$ cat config.mk
export PLATFORM = sky130hd
export DESIGN_NAME = ecrm_top
export DESIGN_NICKNAME = d
export VERILOG_FILES = /design/src/design/ecrm_pkg.sv /design/src/design/ecrm_top.sv
export VERILOG_INCLUDE_DIRS = /design/src /design/src/design
export SDC_FILE = /design/constraint.sdc
export NUM_CORES = 1
export LEC_CHECK = 0
export BUFFER_PORTS_ARGS = -buffer_cell sky130_fd_sc_hd__buf_2
export CORE_MARGIN = 8
export CORE_UTILIZATION = 55
export DETAILED_ROUTE_END_ITERATION = 16
export HOLD_SLACK_MARGIN = 0.02
export PLACE_DENSITY = 0.78
export SYNTH_ARGS = -nofsm -noshare
export SYNTH_HDL_FRONTEND = slang
export SYNTH_SLANG_ARGS = --single-unit
$ cat constraint.sdc
create_clock -name clk_sys_in -period 2.7 [get_ports clk_sys_in]
set_input_delay 0.405 -clock clk_sys_in [delete_from_list [all_inputs] [get_ports clk_sys_in]]
set_output_delay 0.405 -clock clk_sys_in [all_outputs]
set_load 0.01 [all_outputs]
$ cat src/design/ecrm_defs.svh
// register map, field layout and code constants of the event routing matrix
`ifndef ECRM_DEFS_SVH
`define ECRM_DEFS_SVH
// register indices, byte address is four times the index
`define ECRM_IDX_SRC_SEL 12'hF98
`define ECRM_IDX_SRC_DATA 12'hF99
`define ECRM_IDX_DST_SEL 12'hF9A
`define ECRM_IDX_DST_DATA 12'hF9B
`define ECRM_ADDR_SRC_SEL 16'h3E60
`define ECRM_ADDR_SRC_DATA 16'h3E64
`define ECRM_ADDR_DST_SEL 16'h3E68
`define ECRM_ADDR_DST_DATA 16'h3E6C
// field widths and reset values
`define ECRM_SRC_SEL_W 4
`define ECRM_SRC_CODE_W 7
`define ECRM_DST_IDX_W 6
`define ECRM_DST_LINK_W 4
`define ECRM_CONNECT_BIT 3
`define ECRM_RESET_VAL 8'h00
// source codes
`define ECRM_SRC_OFF 7'h00
`define ECRM_SRC_SOFT 7'h01
`define ECRM_SRC_TMR0_A 7'h10
`define ECRM_SRC_TMR0_B 7'h11
`define ECRM_SRC_TMR1_A 7'h14
`define ECRM_SRC_TMR1_B 7'h15
`define ECRM_SRC_TMR2_A 7'h18
`define ECRM_SRC_TMR2_B 7'h19
`define ECRM_SRC_MCT_A 7'h1C
`define ECRM_SRC_MCT_B 7'h1D
`define ECRM_SRC_MCT_C 7'h1E
`define ECRM_SRC_MCT_D 7'h1F
`define ECRM_SRC_RTC_ALARM 7'h2C
`define ECRM_SRC_RTC_PRESC 7'h2D
`define ECRM_SRC_CMP0 7'h40
`define ECRM_SRC_CMP1 7'h41
`define ECRM_SRC_CMP_WIN 7'h42
`define ECRM_SRC_PA_FIRST 7'h50
`define ECRM_SRC_PA_LAST 7'h57
`define ECRM_SRC_PC_FIRST 7'h64
`define ECRM_SRC_PC_LAST 7'h67
`define ECRM_SRC_PE_FIRST 7'h73
`define ECRM_SRC_PE_LAST 7'h76
// destination indices
`define ECRM_DST_ADC 6'h04
`define ECRM_DST_DAC 6'h08
`define ECRM_DST_TMR0_IN0 6'h10
`define ECRM_DST_TMR0_IN1 6'h11
`define ECRM_DST_TMR1_IN0 6'h14
`define ECRM_DST_TMR1_IN1 6'h15
`define ECRM_DST_TMR2_IN0 6'h18
`define ECRM_DST_TMR2_IN1 6'h19
`define ECRM_DST_MCT_A 6'h1C
`define ECRM_DST_MCT_D 6'h1F
`define ECRM_DST_MCT_GEN 6'h20
`define ECRM_DST_RTC 6'h2C
`define ECRM_DST_EVO_FIRST 6'h30
`define ECRM_DST_EVO_LAST 6'h33
`endif

$ cat src/design/ecrm_pkg.sv
// types shared by the event routing matrix
package ecrm_pkg;
  // event sources feeding the channels
  typedef struct packed {
    logic [2:0] timer_out;
    logic [3:0] mct_out;
    logic rtc_alarm;
    logic rtc_prescaled;
    logic [1:0] comparator_out;
    logic comparator_window_detect;
    logic [7:0] port_a_pin;
    logic [3:0] port_c_pin;
    logic [3:0] port_e_pin;
  } ecrm_src_t;
  // destination inputs driven by the matrix
  typedef struct packed {
    logic adc_trigger;
    logic dac_trigger;
    logic [5:0] timer_in;
    logic [3:0] mct_in;
    logic mct_general_in;
    logic rtc_source;
    logic [3:0] event_pin_output;
  } ecrm_dst_t;
  // one destination channel link subregister
  typedef struct packed {
    logic destination_connect_bit;
    logic [2:0] destination_channel_field;
  } ecrm_link_t;
endpackage

$ cat src/design/ecrm_top.sv
// event routing matrix: eight channels, 18 destinations, apb register slave
//
// Functional notes
// - seven-bit channel source code, top reads zero
// - source subaddress 0-7 picks channel subregister
// - code zero drives channel low
// - code one holds channel high
// - timer and multi-channel timer source codes
// - real-time-clock alarm and prescaled clock codes
// - comparator and window detect source codes
// - port A pins as sources
// - port C and port E pins as sources
// - destination subaddress six bits, top zero
// - destination subdata reaches indexed subregister
// - converter trigger destinations
// - timer input destinations
// - multi-channel timer input destinations
// - real-time-clock source destination
// - four general-purpose event outputs
// - destination subdata four bits, top zero
// - connect bit clear ties destination low
// - connect bit set follows selected channel
// - channel field encodes channel number directly
// - all subregisters reset to zero
// - source subaddress register at F98
// - source subdata register at F99
//
// The APB slave port was chosen for this implementation.
`timescale 1ns/10ps
`include "ecrm_defs.svh"

module ecrm_top (
  input wire logic clk_sys_in,
  input wire logic rstn_in,
  input wire logic psel_in,
  input wire logic penable_in,
  input wire logic pwrite_in,
  input wire logic [15:0] paddr_in,
  input wire logic [31:0] pwdata_in,
  input wire logic [3:0] pstrb_in,
  output logic [31:0] prdata_out,
  output logic pready_out,
  output logic pslverr_out,
  input wire ecrm_pkg::ecrm_src_t src_in,
  output ecrm_pkg::ecrm_dst_t dst_out,
  output logic [7:0] channel_level_out
);

  // ==========================================================
  // decoding functions
  // ==========================================================

  // level of one channel for a given source code
  function automatic logic src_level(
    input logic [6:0] code,
    input ecrm_pkg::ecrm_src_t s
  );
    logic lvl;
    lvl = 1'b0;
    case (code)
      `ECRM_SRC_OFF: lvl = 1'b0;
      `ECRM_SRC_SOFT: lvl = 1'b1;
      `ECRM_SRC_TMR0_A: lvl = s.timer_out[0];
      `ECRM_SRC_TMR0_B: lvl = s.timer_out[0];
      `ECRM_SRC_TMR1_A: lvl = s.timer_out[1];
      `ECRM_SRC_TMR1_B: lvl = s.timer_out[1];
      `ECRM_SRC_TMR2_A: lvl = s.timer_out[2];
      `ECRM_SRC_TMR2_B: lvl = s.timer_out[2];
      `ECRM_SRC_MCT_A: lvl = s.mct_out[0];
      `ECRM_SRC_MCT_B: lvl = s.mct_out[1];
      `ECRM_SRC_MCT_C: lvl = s.mct_out[2];
      `ECRM_SRC_MCT_D: lvl = s.mct_out[3];
      `ECRM_SRC_RTC_ALARM: lvl = s.rtc_alarm;
      `ECRM_SRC_RTC_PRESC: lvl = s.rtc_prescaled;
      `ECRM_SRC_CMP0: lvl = s.comparator_out[0];
      `ECRM_SRC_CMP1: lvl = s.comparator_out[1];
      `ECRM_SRC_CMP_WIN: lvl = s.comparator_window_detect;
      default: begin
        if (code >= `ECRM_SRC_PA_FIRST && code <= `ECRM_SRC_PA_LAST) begin
          lvl = s.port_a_pin[code[2:0]];
        end
        // port C pins 4 to 7
        else if (code >= `ECRM_SRC_PC_FIRST && code <= `ECRM_SRC_PC_LAST) begin
          lvl = s.port_c_pin[code[1:0]];
        end
        // port E pins 3 to 6
        else if (code >= `ECRM_SRC_PE_FIRST && code <= `ECRM_SRC_PE_LAST) begin
          lvl = s.port_e_pin[2'(code - `ECRM_SRC_PE_FIRST)];
        end
        else begin
          lvl = 1'b0;
        end
      end
    endcase
    return lvl;
  endfunction

  // true for destination indices that have a subregister
  function automatic logic dst_valid(input logic [5:0] idx);
    logic ok;
    ok = 1'b0;
    case (idx)
      `ECRM_DST_ADC: ok = 1'b1;
      `ECRM_DST_DAC: ok = 1'b1;
      `ECRM_DST_TMR0_IN0: ok = 1'b1;
      `ECRM_DST_TMR0_IN1: ok = 1'b1;
      `ECRM_DST_TMR1_IN0: ok = 1'b1;
      `ECRM_DST_TMR1_IN1: ok = 1'b1;
      `ECRM_DST_TMR2_IN0: ok = 1'b1;
      `ECRM_DST_TMR2_IN1: ok = 1'b1;
      `ECRM_DST_MCT_GEN: ok = 1'b1;
      `ECRM_DST_RTC: ok = 1'b1;
      default: begin
        if (idx >= `ECRM_DST_MCT_A && idx <= `ECRM_DST_MCT_D) begin
          ok = 1'b1;
        end
        else if (idx >= `ECRM_DST_EVO_FIRST && idx <= `ECRM_DST_EVO_LAST) begin
          ok = 1'b1;
        end
        else begin
          ok = 1'b0;
        end
      end
    endcase
    return ok;
  endfunction

  // ==========================================================
  // register state
  // ==========================================================

  logic [`ECRM_SRC_SEL_W-1:0] source_index_select;
  logic [`ECRM_DST_IDX_W-1:0] destination_index_select;
  logic [`ECRM_SRC_CODE_W-1:0] channel_source_select [0:7];
  ecrm_pkg::ecrm_link_t destination_channel_link [0:63];
  logic [31:0] rdata_q;
  ecrm_pkg::ecrm_dst_t dst_q;
  logic [7:0] chan_q;

  // ==========================================================
  // apb decode
  // ==========================================================

  // decode nets, full address compare
  wire setup_phase;
  wire access_phase;
  wire hit_src_sel;
  wire hit_src_data;
  wire hit_dst_sel;
  wire hit_dst_data;
  wire hit_any;
  wire wr_ok;

  // phase and address decode
  assign setup_phase = psel_in & ~penable_in;
  assign access_phase = psel_in & penable_in;
  assign hit_src_sel = (paddr_in == `ECRM_ADDR_SRC_SEL);
  assign hit_src_data = (paddr_in == `ECRM_ADDR_SRC_DATA);
  assign hit_dst_sel = (paddr_in == `ECRM_ADDR_DST_SEL);
  assign hit_dst_data = (paddr_in == `ECRM_ADDR_DST_DATA);
  assign hit_any = hit_src_sel | hit_src_data | hit_dst_sel | hit_dst_data;
  // writes need the low byte lane, the only one holding bits
  assign wr_ok = access_phase & pwrite_in & pstrb_in[0];

  // zero-wait slave, error on unmapped address
  assign pready_out = 1'b1;
  assign pslverr_out = access_phase & ~hit_any;
  assign prdata_out = rdata_q;

  // ==========================================================
  // indirect access pointers
  // ==========================================================

  // pointer and strobe nets
  wire src_ptr_ok;
  wire [2:0] src_ptr;
  wire dst_ptr_ok;
  wire [5:0] dst_ptr;
  wire we_src_sel;
  wire we_src_data;
  wire we_dst_sel;
  wire we_dst_data;

  // channel only when subaddress below eight
  assign src_ptr_ok = ~source_index_select[3];
  assign src_ptr = source_index_select[2:0];
  assign dst_ptr_ok = dst_valid(destination_index_select);
  assign dst_ptr = destination_index_select;

  // write strobes for each target
  assign we_src_sel = wr_ok & hit_src_sel;
  // subaddress 8 to 15 reaches no channel
  assign we_src_data = wr_ok & hit_src_data & src_ptr_ok;
  assign we_dst_sel = wr_ok & hit_dst_sel;
  assign we_dst_data = wr_ok & hit_dst_data & dst_ptr_ok;

  // ==========================================================
  // read data
  // ==========================================================

  // current subregister contents, zero where nothing is mapped
  wire [6:0] src_view;
  wire [3:0] dst_view;
  assign src_view = src_ptr_ok ? channel_source_select[src_ptr] : 7'h00;
  assign dst_view = dst_ptr_ok ? destination_channel_link[dst_ptr] : 4'h0;

  // read mux, upper bits zero
  logic [31:0] next_rdata;
  always_comb begin
    next_rdata = 32'h0000_0000;
    if (hit_src_sel) begin
      next_rdata = {28'h000_0000, source_index_select};
    end
    else if (hit_src_data) begin
      next_rdata = {25'h000_0000, src_view};
    end
    else if (hit_dst_sel) begin
      next_rdata = {26'h000_0000, destination_index_select};
    end
    else if (hit_dst_data) begin
      next_rdata = {28'h000_0000, dst_view};
    end
    else begin
      next_rdata = 32'h0000_0000;
    end
  end

  // capture read data in setup cycle
  always_ff @(posedge clk_sys_in or negedge rstn_in) begin
    if (!rstn_in) begin
      rdata_q <= 32'h0000_0000;
    end
    else if (setup_phase & ~pwrite_in) begin
      rdata_q <= next_rdata;
    end
  end

  // ==========================================================
  // subaddress registers
  // ==========================================================

  // pointer registers keep only defined bits
  always_ff @(posedge clk_sys_in or negedge rstn_in) begin
    if (!rstn_in) begin
      source_index_select <= 4'h0;
      destination_index_select <= 6'h00;
    end
    else begin
      if (we_src_sel) begin
        source_index_select <= pwdata_in[3:0];
      end
      if (we_dst_sel) begin
        destination_index_select <= pwdata_in[5:0];
      end
    end
  end

  // ==========================================================
  // channels
  // ==========================================================

  logic [7:0] next_chan;
  genvar gc;
  generate
    for (gc = 0; gc < 8; gc++) begin : g_chan
      always_ff @(posedge clk_sys_in or negedge rstn_in) begin
        if (!rstn_in) begin
          channel_source_select[gc] <= 7'h00;
        end
        // seven-bit code stored
        // pointer compared at channel-number width
        else if (we_src_data && src_ptr == 3'(gc)) begin
          channel_source_select[gc] <= pwdata_in[6:0];
        end
      end
      // channel level from its source code
      assign next_chan[gc] = src_level(channel_source_select[gc], src_in);
    end
  endgenerate

  // registered channel levels
  always_ff @(posedge clk_sys_in or negedge rstn_in) begin
    if (!rstn_in) begin
      chan_q <= 8'h00;
    end
    else begin
      chan_q <= next_chan;
    end
  end
  assign channel_level_out = chan_q;

  // ==========================================================
  // destinations
  // ==========================================================

  logic [63:0] dst_level;
  genvar gd;
  generate
    for (gd = 0; gd < 64; gd++) begin : g_dst
      always_ff @(posedge clk_sys_in or negedge rstn_in) begin
        if (!rstn_in) begin
          destination_channel_link[gd] <= 4'h0;
        end
        // write to indexed link
        // pointer compared at index width
        else if (we_dst_data && dst_ptr == 6'(gd)) begin
          destination_channel_link[gd] <= pwdata_in[3:0];
        end
      end
      assign dst_level[gd] =
        destination_channel_link[gd].destination_connect_bit &
        next_chan[destination_channel_link[gd].destination_channel_field];
    end
  endgenerate

  // map destination levels onto named inputs
  ecrm_pkg::ecrm_dst_t next_dst;
  always_comb begin
    next_dst.adc_trigger = dst_level[`ECRM_DST_ADC];
    next_dst.dac_trigger = dst_level[`ECRM_DST_DAC];
    next_dst.timer_in[0] = dst_level[`ECRM_DST_TMR0_IN0];
    next_dst.timer_in[1] = dst_level[`ECRM_DST_TMR0_IN1];
    next_dst.timer_in[2] = dst_level[`ECRM_DST_TMR1_IN0];
    next_dst.timer_in[3] = dst_level[`ECRM_DST_TMR1_IN1];
    next_dst.timer_in[4] = dst_level[`ECRM_DST_TMR2_IN0];
    next_dst.timer_in[5] = dst_level[`ECRM_DST_TMR2_IN1];
    // multi-channel timer inputs A to D
    next_dst.mct_in[0] = dst_level[`ECRM_DST_MCT_A];
    next_dst.mct_in[1] = dst_level[`ECRM_DST_MCT_A + 6'h01];
    next_dst.mct_in[2] = dst_level[`ECRM_DST_MCT_A + 6'h02];
    next_dst.mct_in[3] = dst_level[`ECRM_DST_MCT_D];
    next_dst.mct_general_in = dst_level[`ECRM_DST_MCT_GEN];
    next_dst.rtc_source = dst_level[`ECRM_DST_RTC];
    next_dst.event_pin_output[0] = dst_level[`ECRM_DST_EVO_FIRST];
    next_dst.event_pin_output[1] = dst_level[`ECRM_DST_EVO_FIRST + 6'h01];
    next_dst.event_pin_output[2] = dst_level[`ECRM_DST_EVO_FIRST + 6'h02];
    next_dst.event_pin_output[3] = dst_level[`ECRM_DST_EVO_LAST];
  end

  // registered destination outputs
  always_ff @(posedge clk_sys_in or negedge rstn_in) begin
    if (!rstn_in) begin
      dst_q <= '0;
    end
    else begin
      dst_q <= next_dst;
    end
  end
  assign dst_out = dst_q;

endmodule

==> metrics.csv <==
stage,metric,value,unit
status,status,"finished, violations left",
status,failing checks,negative setup slack,
cts,Worst-path clk slew,60,ps
synthesis,Yosys top cell area share,44.5,%
setup_path,crit path DAT,3270,ps
pwr,leakage,10.4,nW
setup_path,Worst setup SP type,flop,
cts,total CTS buffers,38,
synthesis,XOR/XNOR Fraction of Synth Area,0,%
pwr,Gate power share,4.7,%
pwr,power per cell area,486,mW/mm2
synthesis,top cells by instance count after synthesis,"355 x dfrtp_1, 242 x clkbuf_1, 129 x mux2_2, 120 x mux4_2, 70 x nand2_1",
drt,TritonRoute pass-1 iters,8,
pwr,register share of total power,45.6,%
drt,total routed wirelength,63600,um
cts,clk sink count,355,
setup_path,Worst Path Required,3130,ps
synthesis,synthesis warning total,0,
floorplanning,Die H,207,um
timing,fin crit period,2840,ps
timing,fmax,352,MHz
synthesis,Synth Area in Simple Gates,12.5,%
pwr,sw frac,23.2,%
hold_path,hold path cells,3,
setup_path,RR Startpoint,channel_source_select[22],
timing,"Hold Vio Cnt, Final",0,
synthesis,"EDFF count, synth",0,
pwr,clock group share of total power,49.6,%
final_layout,ANT cells,0,
final_layout,fin cells,2257,
drt,DRC viols,0,
drt,Via density,6.91,
cts,Clock Path Buffers,3,
global_routing,Total GRT Usage,28.5,%
synthesis,most numerous cell in the Yosys netlist,dfrtp_1,
global_routing,Congestion Overflow GR,0,
timing,final setup margin,-144,ps
cts,clock latency on the worst-skew pair,570,ps
synthesis,"Top FF cell, synth",dfrtp_1,
timing,TNS Setup,-820,ps
final_layout,layout cells sized above 1,42.5,%
drt,Final ANT Viol Nets,0,
timing,final clock period utilization by the worst path,105,%
synthesis,Yosys cell types,83,
drt,wire per inst,28.2,um
pwr,Worst IR Drop VDD,428,uV
setup_path,worst-case reg-to-reg path depth,9,
synthesis,Synth Area in Compound Gates,9.85,%
floorplanning,Die Width,207,um
synthesis,multiplexer area fraction after synthesis,22.7,%
final_layout,Nets,1884,
global_routing,initial antenna violation count,0,
hold_path,min-delay src,pwdata_in[6],
timing,Slew @ Worst Pin,980,ps
timing,max_slew headroom,34.7,%
setup_path,crit end category,flop,
timing,final slew viol count,0,
drt,DRT iter0 DRCs,1890,
timing,clk_skew,27.1,ps
timing,Worst Hold Slack,274,ps
floorplanning,Die ar.,0.0426,mm2
synthesis,"Seq/Total Area, Yosys",44.5,%
placement,GPL Wtd Cong,0.978,
setup_path,crit-path max FO,19,
cts,CTS root buf,clkbuf_16,
final_layout,Fillers,2333,
floorplanning,Core ar.,0.0357,mm2
synthesis,"area leader, netlist",dfrtp_1,
pwr,Int Pwr,8.99,mW
synthesis,Yosys reg bits,355,
floorplanning,Starting Density,56.0,%
global_routing,vias in the first global route,15710,
global_routing,largest net degree at the start of global routing,79,
cts,CTS tree,built,
global_routing,first-pass GRT wire length,92900,um
placement,IO Port Bufs,90,
drt,DR vias,15598,
hold_path,WHS Endpoint,channel_source_select[55],
synthesis,synth top area cells,"dfrtp_1 45%, mux4_2 14%, mux2_2 7.3%",
synthesis,main combinational cell family by area after synthesis,multiplexers,
synthesis,cells after synthesis,1740,
hold_path,Hold Path Class,in2reg,
cts,CTS H-Tree Depth,2,
pwr,overall power,11.7,mW
timing,Final setup viols,20,
placement,placed insts,2162,
floorplanning,FP Rows,69,
synthesis,"Avg Cell Area, Syn",11.5,um2
placement,dpl hpwl,39000,um
final_layout,Syn-to-layout area delta,20.6,%
setup_path,Setup CP Type,reg2reg,
job,Max Cap Viol,0,
floorplanning,Top-Level Pins,145,
synthesis,Post-Synth Adder-Cell Area,2.11,%
setup_path,R2R Setup Slk,-140,ps
pwr,switching pwr,2.71,mW
synthesis,"Cell Area, Synth",0.0200,mm2
setup_path,RR Endpoint,dst_out[8],
synthesis,Synth async-reset ratio,100,%
timing,RSZ-0062 raised after global routing,true,
[repair_timing]
| action | CTS | global route |
|---|---|---|
| hold buffers | 1 | 0 |
| hold endpoints to repair | 71 | 0 |
| buffers inserted | 6 | 14 |
| resized for setup | 47 | 133 |
| pin swaps | 11 | 42 |
| setup endpoints to repair | 22 | 56 |
| cloned | 2 | 3 |
[per-stage QoR]
stage	util, %	cell area [um2]	setup WS [ps]
after floorplan	-	20100	3.35
after global placement	60.2	21400	-242
after detailed placement	60.2	21400	-234
after CTS	64.9	23100	-0.449
after global routing	67.5	24100	-161
final	67.5	24100	-144
[how the worst max path moves through the flow]
stage	slack (ps)	cells past startpoint	end	from
after CTS	-0.4	9	dst_out[6]	channel_source_select[22]
after global placement	-240	10	dst_out[4]	channel_source_select[0]
after global routing	-160	11	dst_out[15]	channel_source_select[35]
final	-140	9	dst_out[8]	channel_source_select[22]
after detailed placement	-230	10	destination_channel_link[51]	paddr_in[14]
after floorplan	3	9	dst_out[10]	channel_source_select[36]
[cells by family after synthesis]
logic type / count (synthesis)
mux: 279
compound gates: 260
simple gates: 421
other cells: 2
buf+inv: 389
fa+ha+maj: 34
flops: 355
[critical path: stages (launching register included)]
cell,delay [ps]
dfrtp_1,390
buf_12,140
mux4_2,490
mux2_4,300
or3_1,310
o2111a_2,190
buf_12,170
nor4b_2,310
o31a_1,300
nor4_4,90
[sequential cells by signal (all words and copies together), names as in the netlist]
register                  flops
destination_channel_link    256
channel_source_select        56
dst_out                      18
channel_level_out             8
prdata_out                    7
destination_index_select      6
source_index_select           4
[power groups by stage]
stage          sequential, mW  combinational (mW)  clock (mW)
2_1_floorplan            5.44               0.177           0
3_3_place_gp             5.44               0.489           0
3_5_place_dp             5.44               0.501           0
4_1_cts                  5.34               0.521        5.83
5_1_grt                  5.33               0.582        6.07
6_report                 5.34               0.554        5.81
[placed cells by master, fill, tap and decap left out, drive strengths merged, types with 8 or more instances in the layout]
master / instances
dfrtp: 355
buf: 298
mux2: 131
mux4: 125
nand2: 70
nor3: 54
inv: 53
clkbuf: 52
nor2: 45
nor4: 40
a21oi: 38
nand3: 36
o21ai: 35
ha: 32
or3: 30
nand4: 27
conb: 26
nand3b: 23
mux2i: 23
o221ai: 22
nor4b: 22
a221oi: 20
a2111oi: 19
a22o: 18
o31a: 18
nor2b: 13
nand2b: 13
and3: 13
a22oi: 13
o22ai: 10
o211ai: 9
a31oi: 9
nor3b: 8
a211oi: 8
clkinv: 8
[final cells by class]
cell class / instances / area [um2] / share of cell area, %
clock buffer: 49 / 1060 / 4.42
clock inverter: 20 / 318 / 1.32
inverter: 50 / 188 / 0.780
multi-input combinational: 1020 / 10400 / 43.1
sequential: 355 / 8890 / 37.0
tap: 461 / 577 / 2.40
timing repair buffer: 302 / 2660 / 11.0
[metal layers]
layer	global-route usage [%]	vias up	share of wire [%]
met5	0	-	0
li1	-	6474	-
met1	38.2	7691	37
met2	42.5	1086	44
met3	6.85	347	12
met4	15.7	0	6.5
Note: power is estimated with default switching activity, not from simulation.
